$ cat src/pkg/cid_pkg.sv
package cid_pkg;
	// ---------------------------------------------------------------
	// widths and values after reset
	// ---------------------------------------------------------------
	localparam int          PC_W      = 13;
	localparam logic [12:0] PC_RESET  = 13'h0000;
	localparam logic [4:0]  CCR_RESET = 5'h08;
	localparam int          CC_C      = 0;
	localparam int          CC_Z      = 1;
	localparam int          CC_N      = 2;
	localparam int          CC_I      = 3;
	localparam int          CC_H      = 4;

	// ---------------------------------------------------------------
	// opcode rows (high nibble): class and addressing mode
	// ---------------------------------------------------------------
	localparam logic [3:0] ROW_BRBIT   = 4'h0;
	localparam logic [3:0] ROW_BITSC   = 4'h1;
	localparam logic [3:0] ROW_BRANCH  = 4'h2;
	localparam logic [3:0] ROW_RMW_DIR = 4'h3;
	localparam logic [3:0] ROW_RMW_A   = 4'h4;
	localparam logic [3:0] ROW_RMW_X   = 4'h5;
	localparam logic [3:0] ROW_RMW_IX1 = 4'h6;
	localparam logic [3:0] ROW_RMW_IX  = 4'h7;
	localparam logic [3:0] ROW_CTRL    = 4'h9;
	localparam logic [3:0] ROW_IMM     = 4'hA;
	localparam logic [3:0] ROW_DIR     = 4'hB;
	localparam logic [3:0] ROW_EXT     = 4'hC;
	localparam logic [3:0] ROW_IX2     = 4'hD;
	localparam logic [3:0] ROW_IX1     = 4'hE;
	localparam logic [3:0] ROW_IX      = 4'hF;

	// ---------------------------------------------------------------
	// function nibbles
	// ---------------------------------------------------------------
	localparam logic [3:0] FN_SUB = 4'h0;
	localparam logic [3:0] FN_CMP = 4'h1;
	localparam logic [3:0] FN_SBC = 4'h2;
	localparam logic [3:0] FN_CPX = 4'h3;
	localparam logic [3:0] FN_AND = 4'h4;
	localparam logic [3:0] FN_BIT = 4'h5;
	localparam logic [3:0] FN_STA = 4'h7;
	localparam logic [3:0] FN_EOR = 4'h8;
	localparam logic [3:0] FN_ADC = 4'h9;
	localparam logic [3:0] FN_ORA = 4'hA;
	localparam logic [3:0] FN_ADD = 4'hB;
	localparam logic [3:0] FN_JMP = 4'hC;
	localparam logic [3:0] FN_JSR = 4'hD;
	localparam logic [3:0] FN_LDX = 4'hE;
	localparam logic [3:0] FN_STX = 4'hF;
	localparam logic [3:0] RMW_NEG = 4'h0;
	localparam logic [3:0] RMW_COM = 4'h3;
	localparam logic [3:0] RMW_LSR = 4'h4;
	localparam logic [3:0] RMW_ROR = 4'h6;
	localparam logic [3:0] RMW_ASR = 4'h7;
	localparam logic [3:0] RMW_LSL = 4'h8;
	localparam logic [3:0] RMW_ROL = 4'h9;
	localparam logic [3:0] RMW_DEC = 4'hA;
	localparam logic [3:0] RMW_INC = 4'hC;
	localparam logic [3:0] RMW_TST = 4'hD;
	localparam logic [3:0] RMW_CLR = 4'hF;
	localparam logic [3:0] CTL_TAX = 4'h7;
	localparam logic [3:0] CTL_CLC = 4'h8;
	localparam logic [3:0] CTL_SEC = 4'h9;
	localparam logic [3:0] CTL_CLI = 4'hA;
	localparam logic [3:0] CTL_SEI = 4'hB;
	localparam logic [3:0] CTL_TXA = 4'hF;
	localparam logic [7:0] OP_MUL  = 8'h42;
	localparam logic [7:0] OP_BSR  = 8'hAD;

	typedef enum logic [2:0] {
		S_FETCH, S_OPND, S_ADDR, S_READ, S_EXEC, S_WRITE
	} cid_state_e;

	typedef enum logic [2:0] {
		CL_REGMEM, CL_RMW, CL_BRANCH, CL_BIT, CL_CTRL
	} cid_class_e;

	// ---------------------------------------------------------------
	// opcode decode used by the core
	// ---------------------------------------------------------------
	function automatic logic [1:0] opnd_bytes(input logic [7:0] o);
		case (o[7:4])
		ROW_BRBIT, ROW_EXT, ROW_IX2: opnd_bytes = 2'd2;
		ROW_BITSC, ROW_BRANCH, ROW_RMW_DIR, ROW_RMW_IX1,
		ROW_IMM, ROW_DIR, ROW_IX1: opnd_bytes = 2'd1;
		default: opnd_bytes = 2'd0;
		endcase
	endfunction : opnd_bytes

	function automatic cid_class_e classify(input logic [7:0] o);
		case (o[7:4])
		ROW_BRBIT, ROW_BITSC: classify = CL_BIT;
		ROW_BRANCH: classify = CL_BRANCH;
		ROW_RMW_DIR, ROW_RMW_A, ROW_RMW_X, ROW_RMW_IX1, ROW_RMW_IX:
			classify = CL_RMW;
		ROW_IMM: begin
			if (o == OP_BSR)
				classify = CL_BRANCH;
			else if (o[3:0] == FN_STA || o[3:0] == FN_STX ||
				o[3:0] == FN_JMP || o[3:0] == FN_JSR)
				classify = CL_CTRL; // no immediate form, runs as no-op
			else
				classify = CL_REGMEM;
		end
		ROW_DIR, ROW_EXT, ROW_IX2, ROW_IX1, ROW_IX:
			classify = CL_REGMEM;
		default: classify = CL_CTRL;
		endcase
	endfunction : classify

	// stores and jumps need only the address, not the data behind it
	function automatic logic reads_mem(input logic [7:0] o);
		case (o[7:4])
		ROW_BRBIT, ROW_BITSC, ROW_RMW_DIR, ROW_RMW_IX1, ROW_RMW_IX:
			reads_mem = 1'b1;
		ROW_DIR, ROW_EXT, ROW_IX2, ROW_IX1, ROW_IX:
			reads_mem = !(o[3:0] == FN_STA || o[3:0] == FN_STX ||
				o[3:0] == FN_JMP || o[3:0] == FN_JSR);
		default: reads_mem = 1'b0;
		endcase
	endfunction : reads_mem

	function automatic logic [12:0] ea_of(input logic [3:0] r,
		input logic [7:0] a1, input logic [7:0] a2, input logic [7:0] x);
		case (r)
		ROW_BRBIT, ROW_BITSC, ROW_RMW_DIR, ROW_DIR:
			ea_of = {5'h00, a1};
		ROW_EXT: ea_of = {a1[4:0], a2};
		ROW_IX2: ea_of = {a1[4:0], a2} + {5'h00, x};
		ROW_RMW_IX1, ROW_IX1:
			ea_of = {5'h00, a1} + {5'h00, x};
		ROW_RMW_IX, ROW_IX: ea_of = {5'h00, x};
		default: ea_of = 13'h0000;
		endcase
	endfunction : ea_of
endpackage : cid_pkg

$ cat src/cid_alu.sv
`timescale 1ns/1ps
`default_nettype none
module cid_alu
	import cid_pkg::*;
(
	input  wire logic       rmw_in,
	input  wire logic [3:0] fn_in,
	input  wire logic [7:0] a_in,
	input  wire logic [7:0] m_in,
	input  wire logic       c_in,
	output logic      [7:0] res_out,
	output logic            c_out,
	output logic            h_out,
	output logic            c_upd_out,
	output logic            h_upd_out
);
	logic       cy;
	logic [8:0] sum;
	logic [4:0] hsum;
	logic [8:0] dif;

	always_comb begin
		cy = c_in & ~rmw_in & ((fn_in == FN_ADC) | (fn_in == FN_SBC));
		sum = {1'b0, a_in} + {1'b0, m_in} + {8'h00, cy};
		hsum = {1'b0, a_in[3:0]} + {1'b0, m_in[3:0]} + {4'h0, cy};
		dif = {1'b0, a_in} - {1'b0, m_in} - {8'h00, cy};
		res_out = m_in;
		c_out = c_in;
		h_out = 1'b0;
		c_upd_out = 1'b0;
		h_upd_out = 1'b0;
		if (rmw_in) begin
			case (fn_in)
			RMW_NEG: begin
				res_out = 8'h00 - m_in;
				c_out = |m_in;
				c_upd_out = 1'b1;
			end
			RMW_COM: begin
				res_out = ~m_in;
				c_out = 1'b1;
				c_upd_out = 1'b1;
			end
			RMW_LSR: begin
				res_out = {1'b0, m_in[7:1]};
				c_out = m_in[0];
				c_upd_out = 1'b1;
			end
			RMW_ROR: begin
				res_out = {c_in, m_in[7:1]};
				c_out = m_in[0];
				c_upd_out = 1'b1;
			end
			RMW_ASR: begin
				res_out = {m_in[7], m_in[7:1]};
				c_out = m_in[0];
				c_upd_out = 1'b1;
			end
			RMW_LSL: begin
				res_out = {m_in[6:0], 1'b0};
				c_out = m_in[7];
				c_upd_out = 1'b1;
			end
			RMW_ROL: begin
				res_out = {m_in[6:0], c_in};
				c_out = m_in[7];
				c_upd_out = 1'b1;
			end
			RMW_DEC: res_out = m_in - 8'h01;
			RMW_INC: res_out = m_in + 8'h01;
			RMW_CLR: res_out = 8'h00;
			default: res_out = m_in;
			endcase
		end else begin
			case (fn_in)
			FN_SUB, FN_CMP, FN_SBC, FN_CPX: begin
				res_out = dif[7:0];
				c_out = dif[8];
				c_upd_out = 1'b1;
			end
			FN_AND, FN_BIT: res_out = a_in & m_in;
			FN_EOR: res_out = a_in ^ m_in;
			FN_ORA: res_out = a_in | m_in;
			FN_ADD, FN_ADC: begin
				res_out = sum[7:0];
				c_out = sum[8];
				h_out = hsum[4];
				c_upd_out = 1'b1;
				h_upd_out = 1'b1;
			end
			FN_STA, FN_STX: res_out = a_in;
			default: res_out = m_in;
			endcase
		end
	end
endmodule : cid_alu
`default_nettype wire

$ cat src/cid_core.sv
// Summary of operation
// - carry flag follows ALU carry/borrow, shifts, rotates, bit tests
// - opcodes decode into five classes covering the basic operations
// - register/memory ops pair A or X with memory; jumps take no register
// - read-modify-write writes the result back; test op only sets flags
// - conditional branches are two bytes; false condition just moves on
// - branches on interrupt line low/high and on mask clear/set
// - bit set and clear reach the lowest 256 bytes as RMW; bit test only reads
// - tested bit is copied to carry whether or not the branch is taken
// - ten addressing modes form the effective address from the opcode
// - immediate operand is the byte after the opcode
// - direct mode: one address byte reaches the lowest 256 bytes
// - extended mode: two address bytes reach all memory
// - relative offset is signed and added only when condition holds
// - indexed without offset: address equals the index register
// - indexed 8-bit offset: unsigned index plus byte, up to 510
// - indexed 16-bit offset: unsigned index plus two-byte offset
// - bit set/clear: bit number in opcode, direct address in byte two
// - bit branch: bit and polarity in opcode, address, signed offset
// - program counter is 13 bits, address of next byte to fetch
// - half carry set by add ops on a carry from bit 3 to bit 4
`timescale 1ns/1ps
`default_nettype none
module cid_core
	import cid_pkg::*;
(
	input  wire logic        mclk_in,
	input  wire logic        rst_in,
	input  wire logic [7:0]  mem_rdata_in,
	input  wire logic        irq_line_in,
	output logic      [12:0] mem_addr_out,
	output logic             mem_rd_out,
	output logic             mem_wr_out,
	output logic      [7:0]  mem_wdata_out,
	output logic      [12:0] program_counter_out,
	output logic      [7:0]  acc_out,
	output logic      [7:0]  index_out,
	output logic      [4:0]  condition_code_out,
	output logic      [12:0] effective_addr_out,
	output logic      [2:0]  instr_class_out,
	output logic             instr_done_out
);
	// ---------------------------------------------------------------
	// state
	// ---------------------------------------------------------------
	cid_state_e  state, next_state;
	cid_class_e  cls, next_cls;
	logic [PC_W-1:0] pc, next_pc;
	logic [12:0] ea, next_ea, maddr, next_maddr, ea_calc, pc_rel;
	logic [7:0]  acc, next_acc, idx, next_idx, op, next_op;
	logic [7:0]  b1, next_b1, b2, next_b2, opnd, next_opnd;
	logic [7:0]  mwd, next_mwd, rel_byte, bmask, alu_a, alu_res, conds;
	logic [4:0]  condition_code_reg, next_ccr;
	logic [1:0]  nleft, next_nleft;
	logic        first, next_first, mrd, next_mrd, mwr, next_mwr;
	logic        done, next_done, need_read, bit_val, br_base, br_taken;
	logic        alu_c, alu_h, alu_cu, alu_hu;
	logic [3:0]  row, fn;

	assign row = op[7:4];
	assign fn  = op[3:0];

	// ---------------------------------------------------------------
	// decode helpers
	// ---------------------------------------------------------------
	always_comb begin
		ea_calc = ea_of(row, b1, b2, idx);
		need_read = reads_mem(op);
		conds = {!irq_line_in, !condition_code_reg[CC_I], !condition_code_reg[CC_N], !condition_code_reg[CC_H],
			!condition_code_reg[CC_Z], !condition_code_reg[CC_C], !(condition_code_reg[CC_C] | condition_code_reg[CC_Z]), 1'b1};
		br_base = conds[op[3:1]];
		bit_val = opnd[op[3:1]];
		bmask = 8'h01 << op[3:1];
		if (op == OP_BSR)
			br_taken = 1'b1;
		else if (row == ROW_BRBIT)
			br_taken = bit_val ^ op[0];
		else
			br_taken = br_base ^ op[0];
		// offset is relative to the already advanced counter
		rel_byte = (row == ROW_BRBIT) ? b2 : b1;
		pc_rel = pc + {{5{rel_byte[7]}}, rel_byte};
		alu_a = (fn == FN_CPX || fn == FN_STX) ? idx : acc;
	end

	cid_alu u_alu (
		.rmw_in   (cls == CL_RMW),
		.fn_in    (fn),
		.a_in     (alu_a),
		.m_in     (opnd),
		.c_in     (condition_code_reg[CC_C]),
		.res_out  (alu_res),
		.c_out    (alu_c),
		.h_out    (alu_h),
		.c_upd_out(alu_cu),
		.h_upd_out(alu_hu)
	);

	// ---------------------------------------------------------------
	// sequencer
	// ---------------------------------------------------------------
	always_comb begin
		next_state = state;
		next_cls = cls;
		next_pc = pc;
		next_ea = ea;
		next_maddr = maddr;
		next_acc = acc;
		next_idx = idx;
		next_op = op;
		next_b1 = b1;
		next_b2 = b2;
		next_opnd = opnd;
		next_mwd = mwd;
		next_ccr = condition_code_reg;
		next_nleft = nleft;
		next_first = first;
		next_mrd = 1'b0;
		next_mwr = 1'b0;
		next_done = 1'b0;
		case (state)
		S_FETCH: begin
			next_op = mem_rdata_in;
			next_cls = classify(mem_rdata_in);
			next_pc = pc + 13'h0001;
			next_maddr = pc + 13'h0001;
			next_nleft = opnd_bytes(mem_rdata_in);
			next_first = 1'b1;
			if (opnd_bytes(mem_rdata_in) != 2'd0) begin
				next_state = S_OPND;
				next_mrd = 1'b1;
			end else
				next_state = S_ADDR;
		end
		S_OPND: begin
			if (first)
				next_b1 = mem_rdata_in;
			else
				next_b2 = mem_rdata_in;
			next_first = 1'b0;
			next_pc = pc + 13'h0001;
			next_maddr = pc + 13'h0001;
			next_nleft = nleft - 2'd1;
			if (nleft == 2'd1)
				next_state = S_ADDR;
			else
				next_mrd = 1'b1;
		end
		S_ADDR: begin
			next_ea = ea_calc;
			next_maddr = ea_calc;
			if (row == ROW_IMM)
				next_opnd = b1;
			else if (row == ROW_RMW_A)
				next_opnd = acc;
			else if (row == ROW_RMW_X)
				next_opnd = idx;
			if (need_read) begin
				next_state = S_READ;
				next_mrd = 1'b1;
			end else
				next_state = S_EXEC;
		end
		S_READ: begin
			next_opnd = mem_rdata_in;
			next_state = S_EXEC;
		end
		S_EXEC: begin
			case (cls)
			CL_BIT: begin
				if (!op[4]) begin
					next_ccr[CC_C] = bit_val;
					if (br_taken)
						next_pc = pc_rel;
				end else begin
					next_mwd = op[0] ? (opnd & ~bmask)
						: (opnd | bmask);
					next_mwr = 1'b1;
				end
			end
			CL_BRANCH: begin
				if (br_taken)
					next_pc = pc_rel;
			end
			CL_RMW: begin
				if (op == OP_MUL) begin
					{next_idx, next_acc} = 16'(idx) * 16'(acc);
					next_ccr[CC_H] = 1'b0;
					next_ccr[CC_C] = 1'b0;
				end else begin
					next_ccr[CC_N] = alu_res[7];
					next_ccr[CC_Z] = (alu_res == 8'h00);
					if (alu_cu)
						next_ccr[CC_C] = alu_c;
					if (fn != RMW_TST) begin
						if (row == ROW_RMW_A)
							next_acc = alu_res;
						else if (row == ROW_RMW_X)
							next_idx = alu_res;
						else begin
							next_mwd = alu_res;
							next_mwr = 1'b1;
						end
					end
				end
			end
			CL_REGMEM: begin
				if (fn == FN_JMP || fn == FN_JSR)
					next_pc = ea;
				else begin
					next_ccr[CC_N] = alu_res[7];
					next_ccr[CC_Z] = (alu_res == 8'h00);
					if (alu_cu)
						next_ccr[CC_C] = alu_c;
					if (alu_hu)
						next_ccr[CC_H] = alu_h;
					if (fn == FN_STA || fn == FN_STX) begin
						next_mwd = alu_res;
						next_mwr = 1'b1;
					end else if (fn == FN_LDX)
						next_idx = alu_res;
					else if (fn != FN_CMP && fn != FN_CPX &&
						fn != FN_BIT)
						next_acc = alu_res;
				end
			end
			default: begin
				case ((row == ROW_CTRL) ? fn : 4'h0) // other rows: no-op
				CTL_TAX: next_idx = acc;
				CTL_TXA: next_acc = idx;
				CTL_CLC: next_ccr[CC_C] = 1'b0;
				CTL_SEC: next_ccr[CC_C] = 1'b1;
				CTL_CLI: next_ccr[CC_I] = 1'b0;
				CTL_SEI: next_ccr[CC_I] = 1'b1;
				default: next_ccr = condition_code_reg;
				endcase
			end
			endcase
			if (next_mwr) begin
				next_maddr = ea;
				next_state = S_WRITE;
			end else begin
				next_maddr = next_pc;
				next_mrd = 1'b1;
				next_done = 1'b1;
				next_state = S_FETCH;
			end
		end
		S_WRITE: begin
			next_maddr = pc;
			next_mrd = 1'b1;
			next_done = 1'b1;
			next_state = S_FETCH;
		end
		default: next_state = S_FETCH;
		endcase
	end

	always_ff @(posedge mclk_in) begin
		if (rst_in) begin
			state <= S_FETCH;
			cls <= CL_CTRL;
			pc <= PC_RESET;
			ea <= 13'h0000;
			maddr <= PC_RESET;
			acc <= 8'h00;
			idx <= 8'h00;
			op <= 8'h00;
			b1 <= 8'h00;
			b2 <= 8'h00;
			opnd <= 8'h00;
			mwd <= 8'h00;
			condition_code_reg <= CCR_RESET;
			nleft <= 2'd0;
			first <= 1'b0;
			mrd <= 1'b1;
			mwr <= 1'b0;
			done <= 1'b0;
		end else begin
			state <= next_state;
			cls <= next_cls;
			pc <= next_pc;
			ea <= next_ea;
			maddr <= next_maddr;
			acc <= next_acc;
			idx <= next_idx;
			op <= next_op;
			b1 <= next_b1;
			b2 <= next_b2;
			opnd <= next_opnd;
			mwd <= next_mwd;
			condition_code_reg <= next_ccr;
			nleft <= next_nleft;
			first <= next_first;
			mrd <= next_mrd;
			mwr <= next_mwr;
			done <= next_done;
		end
	end

	assign mem_addr_out        = maddr;
	assign mem_rd_out          = mrd;
	assign mem_wr_out          = mwr;
	assign mem_wdata_out       = mwd;
	assign program_counter_out = pc;
	assign acc_out             = acc;
	assign index_out           = idx;
	assign condition_code_out  = condition_code_reg;
	assign effective_addr_out  = ea;
	assign instr_class_out     = cls;
	assign instr_done_out      = done;
endmodule : cid_core
`default_nettype wire

$ cat config.mk
export PLATFORM = sky130hd
export DESIGN_NAME = cid_core
export DESIGN_NICKNAME = d
export VERILOG_FILES = /design/src/pkg/cid_pkg.sv /design/src/cid_alu.sv /design/src/cid_core.sv
export SDC_FILE = /design/constraint.sdc
export NUM_CORES = 1
export LEC_CHECK = 0
export ABC_CLOCK_PERIOD_IN_PS = 4800
export BUFFER_PORTS_ARGS = -buffer_cell sky130_fd_sc_hd__buf_2
export CAP_MARGIN = 20
export CELL_PAD_IN_SITES_DETAIL_PLACEMENT = 1
export CELL_PAD_IN_SITES_GLOBAL_PLACEMENT = 1
export CORE_MARGIN = 3
export CORE_UTILIZATION = 40
export CTS_CLUSTER_SIZE = 28
export DETAILED_ROUTE_END_ITERATION = 8
export PLACE_DENSITY_LB_ADDON = 0.1
export SLEW_MARGIN = 15
export SYNTH_ARGS = -nofsm -noshare
export SYNTH_HDL_FRONTEND = slang
export SYNTH_SLANG_ARGS = --single-unit
export TNS_END_PERCENT = 50
$ cat constraint.sdc
create_clock -name mclk_in -period 4.8 [get_ports mclk_in]
set_input_delay 0.72 -clock mclk_in [delete_from_list [all_inputs] [get_ports mclk_in]]
set_output_delay 0.72 -clock mclk_in [all_outputs]
set_load 0.005 [all_outputs]
# After elaboration in Yosys (flattened, before gate mapping)
# Memories as Yosys holds them, arrays and structs flattened.
# Cells that the tools add are included.
dict set report word_totals {
  reg_bits 112
  romBits 64
  input_bits 11
  out_inout_bits 74
  elab_cells 312
  memories 2
}
dict set report classes {
  addsub 14
  n_mul 1
  order_cmp 1
  n_eq_ne 87
  shifts 1
  mux 100
  bitwise 19
  n_reduce_logical 66
}
# name words width rd rd_clocked_by_memory_dff write_ports line
set mem_list {}
lappend mem_list {{(no name shown)} 16 2 1 0 0 cid_pkg.sv:83} ;# case (o[7:4])
lappend mem_list {{(no name shown)} 16 2 1 0 0 cid_pkg.sv:83}
# op n
set op_table {}
lappend op_table {{8-bit two-way mux} 30}
lappend op_table {{4-bit equality test (second input constant)} 29}
lappend op_table {{8-bit one-hot mux with 10 select lines} 1}
lappend op_table {{8-bit one-hot mux with 3 select lines} 3}
lappend op_table {{13-bit one-hot mux with 5 select lines} 1}
lappend op_table {{4-bit by 3-bit equality test with 1-bit output (second input constant)} 14}
lappend op_table {{13-bit two-way mux} 4}
lappend op_table {{13-bit one-hot mux with 4 select lines} 1}
lappend op_table {{8-bit one-hot mux with 6 select lines} 1}
lappend op_table {{13-bit one-hot mux with 3 select lines} 1}
lappend op_table {{2-bit != test (second input constant)} 15}
lappend op_table {{3-bit one-hot mux with 5 select lines} 2}
lappend op_table {{1-bit two-way mux} 29}
lappend op_table {{9-bit AND reduction} 3}
lappend op_table {{13-bit one-hot mux with 2 select lines} 1}
lappend op_table {{4-bit by 2-bit equality test with 1-bit output (second input constant)} 5}
lappend op_table {{2-bit OR reduction} 10}
lappend op_table {{5-bit OR reduction} 4}
lappend op_table {{8-bit by 8-bit adder with 9-bit output} 2}
lappend op_table {{3-bit two-way mux} 6}
lappend op_table {{8-bit bitwise AND} 2}
lappend op_table {{8-bit equality test (second input constant)} 2}
lappend op_table {{8-bit by 8-bit multiplier with 16-bit output} 1}
lappend op_table {{8-bit NOT} 2}
lappend op_table {{other kinds (59)} 120}

# Depth between registers and ports, before layout
# Gate-level depths: netlist (run 1).
dict set report depth {
  depth_word 12
  mapped_depth 19
  mapped_depth_nobuf 18
}

# Cells and area by module
# Synthesis (run 1) repeated with hierarchy kept, for this count alone.
dict set report unflattened {
  hier_cells 1761
  area_unflattened_um2 13002.5
}
# mod instances cells_per_inst area_each_um2 seq_area_each_um2
set modules_own_cells {}
lappend modules_own_cells {cid_core 1 1394 10553.9 2242.2}
lappend modules_own_cells {cid_alu 1 367 2448.6 0.0}

# Worst setup path before layout (run 1)
# No wires, ideal clock.
dict set report synth_timing {
  path_kind {flip-flop to flip-flop}
  start {reg idx[1], in the netlist index_out[1]}
  end {reg idx[5], in the netlist index_out[5]}
  setup_ns 0.081
  arrival_time_ns 4.517
  t_required_ns 4.719
  path_slack_ns 0.202
  stages_incl_launch_ff 19
  n_path_buf 1
  synth_period_minus_slack_ns 4.598
  cell_sequence {dfxtp_1 clkbuf_1 nand2_1 fa_1 fa_1 inv_1 fa_1 inv_1 fa_1 inv_1 ha_1 o21ai_0 o21bai_1 a31o_2 a41oi_1 nor2b_1 xnor2_1 o22ai_1 a41oi_1}
}
dict set report synth_via {
  elab_chain_cells 10
  word_cells_on_any_way 16
  cone_classes {4 x add/sub; 1 x mul; 11 x mux}
}
# element line
set synth_lines {}
lappend synth_lines {{from (decl)} cid_core.sv:50} ;# logic [7:0] acc, next_acc, idx, next_idx, op, next_op;
lappend synth_lines {{from (signal assigned)} cid_core.sv:286} ;# idx <= next_idx;
lappend synth_lines {{8-bit two-way mux} cid_core.sv:83} ;# alu_a = (fn == FN_CPX || fn == FN_STX) ? idx : acc;
lappend synth_lines {{8-bit by 8-bit adder with 9-bit output / 8-bit by 8-bit subtractor with 9-bit output (equally long branches)} {cid_alu.sv:24, cid_alu.sv:26}}
lappend synth_lines {{9-bit by 1-bit adder with 9-bit output / 9-bit by 1-bit subtractor with 9-bit output (equally long branches)} {cid_alu.sv:24, cid_alu.sv:26}}
lappend synth_lines {{8-bit one-hot mux with 6 select lines} cid_alu.sv:75} ;# case (fn_in)
lappend synth_lines {{8-bit two-way mux} cid_alu.sv:32} ;# if (rmw_in) begin
lappend synth_lines {{8-bit two-way mux} cid_core.sv:198} ;# else if (row == ROW_RMW_X)
lappend synth_lines {{8-bit two-way mux} cid_core.sv:196} ;# if (row == ROW_RMW_A)
lappend synth_lines {{8-bit two-way mux} cid_core.sv:195} ;# if (fn != RMW_TST) begin
lappend synth_lines {{8-bit two-way mux} cid_core.sv:186} ;# if (op == OP_MUL) begin
lappend synth_lines {{8-bit one-hot mux with 3 select lines (*)} cid_core.sv:169} ;# case (cls)
# Mark *: on every way between the ends. The rest lies on a longest branch, timed or not. The select of a mux whose other input is x is not followed.
# A chain may end at the register's enable or synchronous reset.

# Worst setup path after layout (run 1)
dict set report layout_timing {
  start {reg acc[4], in the netlist acc_out[4]}
  end {reg idx[3], in the netlist index_out[3]}
}
dict set report layout_via {
  elab_chain_cells 3
}
# element line
set layout_lines {}
lappend layout_lines {{from (decl)} cid_core.sv:50}
lappend layout_lines {{from (signal assigned)} cid_core.sv:285} ;# acc <= next_acc;
lappend layout_lines {{8-bit by 8-bit multiplier with 16-bit output} cid_core.sv:187} ;# {next_idx, next_acc} = 16'(idx) * 16'(acc);
lappend layout_lines {{8-bit two-way mux} cid_core.sv:186}
lappend layout_lines {{8-bit one-hot mux with 3 select lines} cid_core.sv:169}
# Every way passes these cells.

==> results of run 1 <==
## cell usage in the layout, fill, tap and decap left out, types with 8 or more instances in the layout
cell	Yosys	layout
inv_1	110	110
and3_1	22	22
o31ai_1	10	10
o221ai_1	14	14
a311oi_1	14	14
a211oi_1	48	48
nor2_1	155	155
a221oi_1	21	21
nand2_1	199	199
a21o_1	18	18
nor3_1	48	48
xnor2_1	43	43
buf_4	6	82
nand2b_1	20	20
nor2b_1	21	20
a31oi_1	23	23
mux2i_1	20	20
a22oi_1	8	8
nand3b_1	10	10
xor2_1	20	20
and2_1	62	62
a21oi_1	158	158
fa_1	44	44
clkbuf_16	0	9
o22ai_1	12	12
dfxtp_1	112	108
o211ai_1	24	24
buf_2	18	83
ha_1	101	99
mux2_2	11	11
o21ai_0	77	75
nand3_1	36	36
or3_1	19	19
o21a_1	15	15
## worst max path at each step
stage                              end  slack, ps          from
final                     index_out[3]        180    acc_out[4]
after global routing      index_out[5]          2    acc_out[4]
after CTS                 index_out[5]          5  index_out[1]
after detailed placement  index_out[5]         40  index_out[1]
after global placement    index_out[5]        140  index_out[1]
after floorplan           index_out[5]        200  index_out[1]
## cells in the mapped netlist, types with 20 or more instances
| master | instances |
|---|---|
| a21oi_1 | 158 |
| dfxtp_1 | 112 |
| nor3_1 | 48 |
| nand2_1 | 199 |
| fa_1 | 44 |
| a31oi_1 | 23 |
| and2_1 | 62 |
| and3_1 | 22 |
| a221oi_1 | 21 |
| xnor2_1 | 43 |
| mux2i_1 | 20 |
| clkbuf_1 | 85 |
| nand3_1 | 36 |
| o21ai_0 | 77 |
| o211ai_1 | 24 |
| nor2_1 | 155 |
| nand2b_1 | 20 |
| xor2_1 | 20 |
| nor2b_1 | 21 |
| a211oi_1 | 48 |
| inv_1 | 110 |
| ha_1 | 101 |
## critical path: cells and delay by family, from the launching register on
| kind | cells | cell delay (ps) |
|---|---|---|
| DFF | 1 | 350 |
| buffers and inverters | 3 | 270 |
| xor gates and xnor gates | 1 | 170 |
| AOI/OAI and AO/OA | 5 | 980 |
| adders and majority gates | 5 | 2450 |
| and+or+nand+nor | 2 | 270 |
## routing by layer
metal / vias to the layer above / part of all wire [%] / GRT usage, %
li1: 6436 / - / -
met1: 6841 / 46 / 44.4
met3: 87 / 6.9 / 6.00
met4: 0 / 2.5 / 8.52
met5: - / 0 / 0
met2: 515 / 45 / 49.0
## metrics by stage
stage / total power, mW / utilization [%] / area [µm²]
final: 5.97 / 45.0 / 14300
after global routing: 6.34 / 45.0 / 14300
after CTS: 5.87 / 44.9 / 14200
after detailed placement: 5.10 / 44.0 / 13900
after global placement: 5.03 / 44.0 / 13900
after floorplan: 3.77 / - / 12900
## cells by family after synthesis
family,Yosys count,share of synthesized area [%]
xor gates and xnor gates,63,4.27
AOI/OAI and AO/OA,538,28.2
muxes,34,2.86
DFF,112,17.3
and+or+nand+nor,634,23.5
adders and majority gates,145,16.6
buffers and inverters,231,7.23
## flip-flops by register name, indices dropped and copies added (netlist names)
register             count
acc_out                  8
b1                       8
b2                       8
condition_code_out       5
effective_addr_out      13
first                    1
index_out                8
instr_class_out          3
instr_done_out           1
mem_addr_out            13
mem_rd_out               1
mem_wdata_out            8
mem_wr_out               1
nleft                    2
op                       8
opnd                     8
program_counter_out     13
state                    3
## cell type report
class	count	area (µm²)	area share, %
well taps	402	503	3.53
multi-input cells	1414	9780	68.6
clock inverters	6	43.8	0.307
clock buffers	10	239	1.68
flip-flops and latches	112	2250	15.8
repair buffers	165	1030	7.23
inverters	112	420	2.95
## what timing repair did
action / 4_1_cts / 5_1_grt
resized for setup: 0 / 11
hold buffers: 0 / 0
setup endpoints to repair: 0 / 6
## report_power, final
| part | total [mW] | internal (mW) | switching (mW) |
|---|---|---|---|
| logic | 3.89 | 1.31 | 2.58 |
| clock network | 0.770 | 0.370 | 0.400 |
| registers | 1.31 | 1.09 | 0.217 |
| total | 5.97 | 2.77 | 3.20 |
==> impl_metrics.env, run 1 <==
export IMPL_row_count=65
export IMPL_dieArea_um2=34500
export IMPL_num_antenna_cells=0
export IMPL_hold_path_class="reg -> reg"
export IMPL_r2r_setup_slack_ps=180
export IMPL_final_cells=2221
export IMPL_drtIter0Drc=1323
export IMPL_yosysWarnings=0
export IMPL_cts_buffers=9
export IMPL_timing_critical_path_mode_cell="fa_1"
export IMPL_nFillCells=3982
export IMPL_leakagePower_nw=6.07
export IMPL_whs_ps=463
export IMPL_dpl_cell_count=2204
export IMPL_synth_ff_type="dfxtp_1"
export IMPL_port_buffers=84
export IMPL_clock_sinks=112
export IMPL_finalCriticalPeriod_ps=4620
export IMPL_syn_inst=1757
export IMPL_seq_area_frac_synth_pct=17.3
export IMPL_layout_setup_ws_ps=182
export IMPL_hold_path_startpoint="mem_wdata_out[0]"
export IMPL_synth_top_cell_by_area="dfxtp_1"
export IMPL_syn_to_final_growth_pct=10.4
export IMPL_antenna_found_initial=0
export IMPL_ff2ff_path_depth=16
export IMPL_avgSynthCellArea_um2=7.36
export IMPL_initial_core_util_pct=40.7
export IMPL_grt_usage_pct=31.4
export IMPL_first_pass_iters=6
export IMPL_clkTransAtPathRegs_ps=80
export IMPL_grt_pass1_vias=13700
export IMPL_power_density_nw_per_um2=419
export IMPL_required_ps=5040
export IMPL_routed_wl_um=54600
export IMPL_status="complete, no violations"
export IMPL_crit_type="reg -> reg"
export IMPL_clk_latency_ps=380
export IMPL_ant_nets=0
export IMPL_synth_cell_type_count=88
export IMPL_r2r_start="acc_out[4]"
export IMPL_synth_edf_count=0
export IMPL_cp_end_kind="flop"
export IMPL_drc=0
export IMPL_grt_max_degree=59
export IMPL_slew_viol_final=0
export IMPL_clockBufferDepth=2
export IMPL_slew_limit_headroom_pct=31.1
export IMPL_crit_chain="buf_4 > and2_1 > fa_1 > fa_1 > fa_1 > inv_1 > fa_1 > inv_1 > ha_2 > a21o_1 > a31o_2 > a21oi_1 > xor2_1 > a21oi_1 > a2111oi_1 > nor3_1"
export IMPL_synth_area_leaders="dfxtp_1, ha_1, fa_1"
export IMPL_drt_wirelength_per_cell_um=24.6
export IMPL_finalWeightedCongestion=0.941
export IMPL_via_per_inst=6.25
export IMPL_min_to="mem_wdata_out[0]"
export IMPL_ir_worst_vdd_mv=0.255
export IMPL_path_max_fanout=6
export IMPL_hold_viol_final=0
export IMPL_slowest_delay_ps=580
export IMPL_cts_setup_buffers=0
export IMPL_rsz0062_at_grt="false"
export IMPL_finClkSkew_ps=15.5
export IMPL_cp_slowest_cell="fa_1"
export IMPL_setup_violations_final=0
export IMPL_ioPinCount=85
export IMPL_r2r_end="index_out[3]"
export IMPL_async_flop_share_pct=0
export IMPL_die_x_um=186
export IMPL_setup_tns_final_ps=0
export IMPL_start_kind="flop"
export IMPL_synth_area_um2=12900
export IMPL_fin_nets=1970
export IMPL_post_place_ws_ps=38.1
export IMPL_cts_tree="built"
export IMPL_dp_hpwl_um=42200
export IMPL_whs_path_depth=2
export IMPL_period_share_pct=96.2
export IMPL_core_area_um2=31700
export IMPL_synth_seq_cells=112
export IMPL_die_height_um=186
export IMPL_grt_pass1_wl_um=83400
export IMPL_route_vias_total=13900
export IMPL_synth_top_cell_area_share_pct=17.3
export IMPL_syn_nets=1913
export IMPL_grt_overflow=0
export IMPL_worst_pin_slew_ps=1030
export IMPL_max_freq_mhz=217
export IMPL_htreeDepth=3
export IMPL_drive_gt1_share_pct=12.7
export IMPL_arrival_ps=4850
export IMPL_drv_cap=0
export IMPL_cts_root_buf="clkbuf_16"
(Power assumes the default switching activity.)
==> inputs of run 2 (changes only) <==
CELL_PAD_IN_SITES_DETAIL_PLACEMENT = 0   (was 1)
CELL_PAD_IN_SITES_GLOBAL_PLACEMENT = 2   (was 1)
CORE_UTILIZATION = 33   (was 40)
CTS_CLUSTER_DIAMETER = 150   (was unset)
==> run 2 against run 1 <==
Core utilization decreased by 7.0 points; sequential share of layout area fell by 0.20 points; routed wire length is 2.6% higher; non-clock buffer count grew 1; sequential cell count unchanged; combinational power hardly changed; critical path type unchanged; largest cell class unchanged.
==> impl_metrics.env, run 2 (synthesis results as in run 1) <==
export IMPL_status="complete, no violations"
export IMPL_ir_worst_vdd_mv=0.241
export IMPL_setup_tns_final_ps=0
export IMPL_cp_slowest_cell="fa_1"
export IMPL_initial_core_util_pct=33.9
export IMPL_cp_end_kind="flop"
export IMPL_drive_gt1_share_pct=13.1
export IMPL_leakagePower_nw=6.07
export IMPL_route_vias_total=13700
export IMPL_cts_tree="built"
export IMPL_clk_latency_ps=380
export IMPL_switching_share_pct=53.8
export IMPL_fin_nets=1971
export IMPL_die_height_um=204
export IMPL_nFillCells=4086
export IMPL_drc=0
export IMPL_clkPwrFrac_pct=13.2
export IMPL_power_density_nw_per_um2=414
export IMPL_p_switching_mw=3.22
export IMPL_final_common_cell="nand2_1"
export IMPL_dpl_cell_count=2314
export IMPL_num_antenna_cells=0
export IMPL_rsz0062_at_grt="false"
export IMPL_grt_usage_pct=26.4
export IMPL_drtIter0Drc=1293
export IMPL_max_freq_mhz=219
export IMPL_hold_path_class="reg -> reg"
export IMPL_cts_root_buf="clkbuf_16"
export IMPL_htreeDepth=3
export IMPL_start_kind="flop"
export IMPL_layout_setup_ws_ps=240
export IMPL_seq_power_share_pct=22.0
export IMPL_routed_wl_um=56000
export IMPL_final_cells=2331
export IMPL_dieArea_um2=41600
export IMPL_cts_buffers=9
export IMPL_first_pass_iters=6
export IMPL_grt_pass1_wl_um=84300
export IMPL_clkTransAtPathRegs_ps=90
export IMPL_grt_overflow=0
export IMPL_antenna_found_initial=1
export IMPL_via_per_inst=5.89
export IMPL_p_comb_share_pct=64.7
export IMPL_cts_setup_buffers=0
export IMPL_period_share_pct=95.0
export IMPL_finalWeightedCongestion=0.926
export IMPL_grt_pass1_vias=13100
export IMPL_path_max_fanout=5
export IMPL_finClkSkew_ps=12.3
export IMPL_core_area_um2=38100
export IMPL_cp_num_buf_inv=4
export IMPL_row_count=71
export IMPL_finalCriticalPeriod_ps=4560
export IMPL_setup_violations_final=0
export IMPL_port_buffers=84
export IMPL_mostFrequentLayoutCells="nand2_1, a21oi_1, nor2_1, inv_1, dfxtp_1"
export IMPL_cellInternalPower_mw=2.77
export IMPL_drv_cap=0
export IMPL_post_dp_cell_area_um2=14100
export IMPL_clock_sinks=112
export IMPL_ioPinCount=85
export IMPL_slew_viol_final=0
export IMPL_hold_viol_final=0
export IMPL_whs_ps=469
export IMPL_drt_wirelength_per_cell_um=24.0
export IMPL_crit_chain="and2_1 > fa_1 > inv_1 > fa_1 > inv_1 > fa_1 > inv_1 > fa_1 > inv_1 > ha_4 > o21ai_0 > o21bai_1 > a21oi_1 > xor2_1 > nor2_1 > a211o_1 > o211ai_1 > a21oi_1"
export IMPL_slowest_delay_ps=550
export IMPL_arrival_ps=4790
export IMPL_post_place_ws_ps=115
export IMPL_clockBufferDepth=2
export IMPL_worst_pin_slew_ps=947
export IMPL_path_delay_family="adder cells"
export IMPL_ant_nets=0
export IMPL_crit_type="reg -> reg"
export IMPL_post_cts_resized=0
export IMPL_grt_max_degree=72
export IMPL_syn_to_final_growth_pct=11.8
export IMPL_slew_limit_headroom_pct=36.7
export IMPL_cts_hold_buf=0
export IMPL_dp_hpwl_um=42800
export IMPL_required_ps=5030
export IMPL_die_x_um=204
export IMPL_fin_area_um2=14500
[run 2: cell types whose count changed in the layout (fill, tap and decap cells not counted), moves of 2 or more]
| cell | change |
|---|---|
| nor3_2 | +2 |
| nor3_1 | -2 |
| a21oi_2 | +3 |
| a2111oi_1 | -2 |
| clkinv_2 | -2 |
| a21oi_1 | -3 |
[run 2: per-stage QoR]
step           util, %  power (mW)
6_report          37.9        5.99
5_1_grt           37.9        6.36
4_1_cts           37.7        5.93
3_5_place_dp      37.0        5.13
3_3_place_gp      37.0        5.14
2_1_floorplan        -        3.77
[run 2: layout make-up]
type | count | area (µm²) | area share [%]
Clock buffer | 10 | 239 | 1.65
Clock inverter | 6 | 52.6 | 0.364
Inverter | 112 | 420 | 2.91
Multi-Input combinational cell | 1414 | 9820 | 67.9
Sequential cell | 112 | 2250 | 15.6
Tap cell | 511 | 639 | 4.42
Timing Repair Buffer | 166 | 1040 | 7.19
[run 2: worst reg2reg max path: cells and delay by family (launching register included)]
kind,cells,cell delay (ps)
buffers and inverters,4,220
flip-flops,1,360
adder cells (fa/ha/maj),5,2390
AO/OA/AOI/OAI,6,920
AND/OR/NAND/NOR,2,260
XOR/XNOR,1,270
[run 2: path summary, 6_finish.rpt]
path / startpoint / end / slack (ps) / cells past startpoint
max: index_out[3] / index_out[1] / 240 / 18
min: mem_wdata_out[0] / mem_wdata_out[0] / 470 / 2
max reg2reg: index_out[3] / index_out[1] / 240 / 18
min reg2reg: mem_wdata_out[0] / mem_wdata_out[0] / 470 / 2
[run 2: per-layer routing]
metal,GRT usage (%),part of all wire [%],vias up
li1,-,-,6427
met1,39.0,48,6683
met2,40.5,43,542
met3,4.08,6.8,76
met4,5.95,2.0,0
met5,0,0,-
[run 2: power groups by stage]
stage               Sequential (mW)  Combinational (mW)  Clock, mW
global route                   1.34                4.18      0.836
global placement               1.34                3.81          0
detailed placement             1.34                3.79          0
CTS                            1.32                3.81      0.809
floorplan                      1.24                2.53          0
finish                         1.32                3.88      0.793
==> inputs of run 3 (changes only) <==
SYNTH_HIERARCHICAL = 1   (was unset)
==> run 3 against run 2 <==
Fmax grew 0.52%; worst setup slack gained 24 ps; sequential power is essentially flat; hold slack gained 13 ps; critical path depth grew 1; count of clock-buffer cells in the layout is the same; critical endpoint is now index_out[7]; highest routed layer unchanged.
==> impl_metrics.env, run 3 <==
export IMPL_ir_worst_vdd_mv=0.191
export IMPL_fin_area_um2=14500
export IMPL_final_core_util_pct=37.3
export IMPL_leakagePower_nw=6.10
export IMPL_dpl_cell_count=2320
export IMPL_setup_tns_final_ps=0
export IMPL_hold_path_class="reg -> reg"
export IMPL_drv_cap=0
export IMPL_path_max_fanout=7
export IMPL_clk_latency_ps=390
export IMPL_die_height_um=204
export IMPL_synth_area_um2=13000
export IMPL_crit_chain="xnor2_1 > and3_4 > buf_4 > mux2_2 > inv_1 > ha_1 > ha_1 > or2_2 > o211a_1 > a311oi_1 > buf_4 > o22ai_1 > a221o_1 > a21oi_1 > o21ai_0 > or4_1 > a21oi_1 > a31oi_1 > a32o_1"
export IMPL_use_met1_pct=39.6
export IMPL_initial_core_util_pct=33.5
export IMPL_cts_setup_buffers=0
export IMPL_max_freq_mhz=220
export IMPL_worst_pin_slew_ps=1030
export IMPL_grt_met3_usage_pct=3.40
export IMPL_grt_max_degree=65
export IMPL_drive_gt1_share_pct=13.2
export IMPL_synth_cell_type_count=97
export IMPL_synth_most_common_cell="nand2_1"
export IMPL_slew_viol_final=0
export IMPL_crit_type="reg -> reg"
export IMPL_slowest_delay_ps=430
export IMPL_clockBufferDepth=2
export IMPL_final_common_cell="nand2_1"
export IMPL_power_density_nw_per_um2=353
export IMPL_busiest_layer="met2"
export IMPL_route_vias_total=13600
export IMPL_clkTransAtPathRegs_ps=90
export IMPL_cts_root_buf="clkbuf_16"
export IMPL_synth_edf_count=0
export IMPL_die_x_um=204
export IMPL_synth_area_leaders="dfxtp_1, ha_1, fa_1"
export IMPL_setup_violations_final=0
export IMPL_synth_ff_type="dfxtp_1"
export IMPL_ant_nets=0
export IMPL_finalWeightedCongestion=0.895
export IMPL_hold_viol_final=0
export IMPL_synth_common_cells="nand2_1, nor2_1, a21oi_1"
export IMPL_yosysWarnings=6
export IMPL_whs_ps=481
export IMPL_drc=0
export IMPL_cts_tree="built"
export IMPL_first_pass_iters=5
export IMPL_finalCriticalPeriod_ps=4540
export IMPL_rsz0062_at_grt="true"
export IMPL_cp_slowest_cell="or4_1"
export IMPL_finalPower_mw=5.11
export IMPL_grt_overflow=0
export IMPL_clock_sinks=112
export IMPL_synth_top_cell_by_area="dfxtp_1"
export IMPL_ioPinCount=85
export IMPL_synth_seq_cells=112
export IMPL_port_buffers=84
export IMPL_post_place_ws_ps=177
export IMPL_period_share_pct=94.5
export IMPL_required_ps=5080
export IMPL_layout_setup_ws_ps=264
export IMPL_drtIter0Drc=1293
export IMPL_dieArea_um2=41800
export IMPL_start_kind="flop"
export IMPL_post_dp_cell_area_um2=14200
export IMPL_cts_buffers=9
export IMPL_grtUsageMet2_pct=39.7
export IMPL_grt_usage_pct=26.1
export IMPL_antenna_found_initial=0
export IMPL_grt_pass1_wl_um=83500
export IMPL_row_count=72
export IMPL_syn_inst=1761
export IMPL_avgSynthCellArea_um2=7.38
export IMPL_syn_nets=1919
export IMPL_fin_nets=1971
export IMPL_synth_top_cell_area_share_pct=17.2
export IMPL_slew_limit_headroom_pct=31.2
export IMPL_status="complete, no violations"
export IMPL_syn_to_final_growth_pct=11.3
export IMPL_grt_pass1_vias=12900
export IMPL_arrival_ps=4820
export IMPL_seq_area_frac_synth_pct=17.2
export IMPL_via_per_inst=5.81
export IMPL_drt_wirelength_per_cell_um=23.4
export IMPL_num_antenna_cells=0
export IMPL_finClkSkew_ps=21.5
export IMPL_async_flop_share_pct=0
export IMPL_dp_hpwl_um=41500
export IMPL_routed_wl_um=54700
export IMPL_cp_end_kind="flop"
export IMPL_htreeDepth=3
export IMPL_core_area_um2=38800
export IMPL_mostFrequentLayoutCells="nand2_1, nor2_1, a21oi_1, dfxtp_1, inv_1"
export IMPL_final_cells=2336
==> run 3: changes by cell type after synthesis, sizes merged, moves of 9 or more <==
cell	previous run	this run
or3	19	10
nor2	157	171
nor3	51	32
nand2	200	218
a211oi	49	29
==> run 3: power by group <==
group | switching, mW | internal (mW) | leakage [nW]
registers | 0.228 | 1.07 | 0.912
clock network | 0.431 | 0.381 | 0.145
logic | 1.98 | 1.01 | 5.04
==> run 3: layer usage <==
metal / wire, µm / share of wire, %
met5: 0 / 0
met4: 762 / 1.4
met3: 3220 / 5.9
met2: 23900 / 44
met1: 26800 / 49
==> run 3: cell families after synthesis <==
group           count (synthesis)  share of synthesized area (%)
compound gates                538                           28.2
xor+xnor                       62                           4.18
fa+ha+maj                     147                           16.7
buf+inv                       226                           7.00
flops                         112                           17.2
mux                            42                           3.50
simple gates                  634                           23.2
==> run 3: final timing paths <==
| path | startpoint | to | slack (ps) | cells past startpoint |
|---|---|---|---|---|
| setup / recovery | op[3] | index_out[7] | 260 | 19 |
| hold reg to reg | mem_addr_out[4] | mem_addr_out[4] | 480 | 2 |
| setup reg to reg | op[3] | index_out[7] | 260 | 19 |
| hold / removal | mem_addr_out[4] | mem_addr_out[4] | 480 | 2 |
==> run 3: critical path: cells and delay by family, from the launching register on <==
family	cells	cell delay, ps
muxes	1	410
and+or+nand+nor	3	940
xor gates and xnor gates	1	130
buffers and inverters	3	480
adders and majority gates	2	500
AOI/OAI and AO/OA	9	1590
DFF	1	340
==> run 3: timing repair <==
item / in CTS / in global routing
hold buffers: 0 / 0
resized for setup: 0 / 7
setup endpoints to repair: 0 / 4
==> run 3: area by class of cell <==
class	instances	area (µm²)
Clock buffer	10	239
Clock inverter	6	58.8
Fill cell	4219	24400
Inverter	108	405
Multi-Input combinational cell	1423	9880
Sequential cell	112	2250
Tap cell	518	648
Timing Repair Buffer	159	990
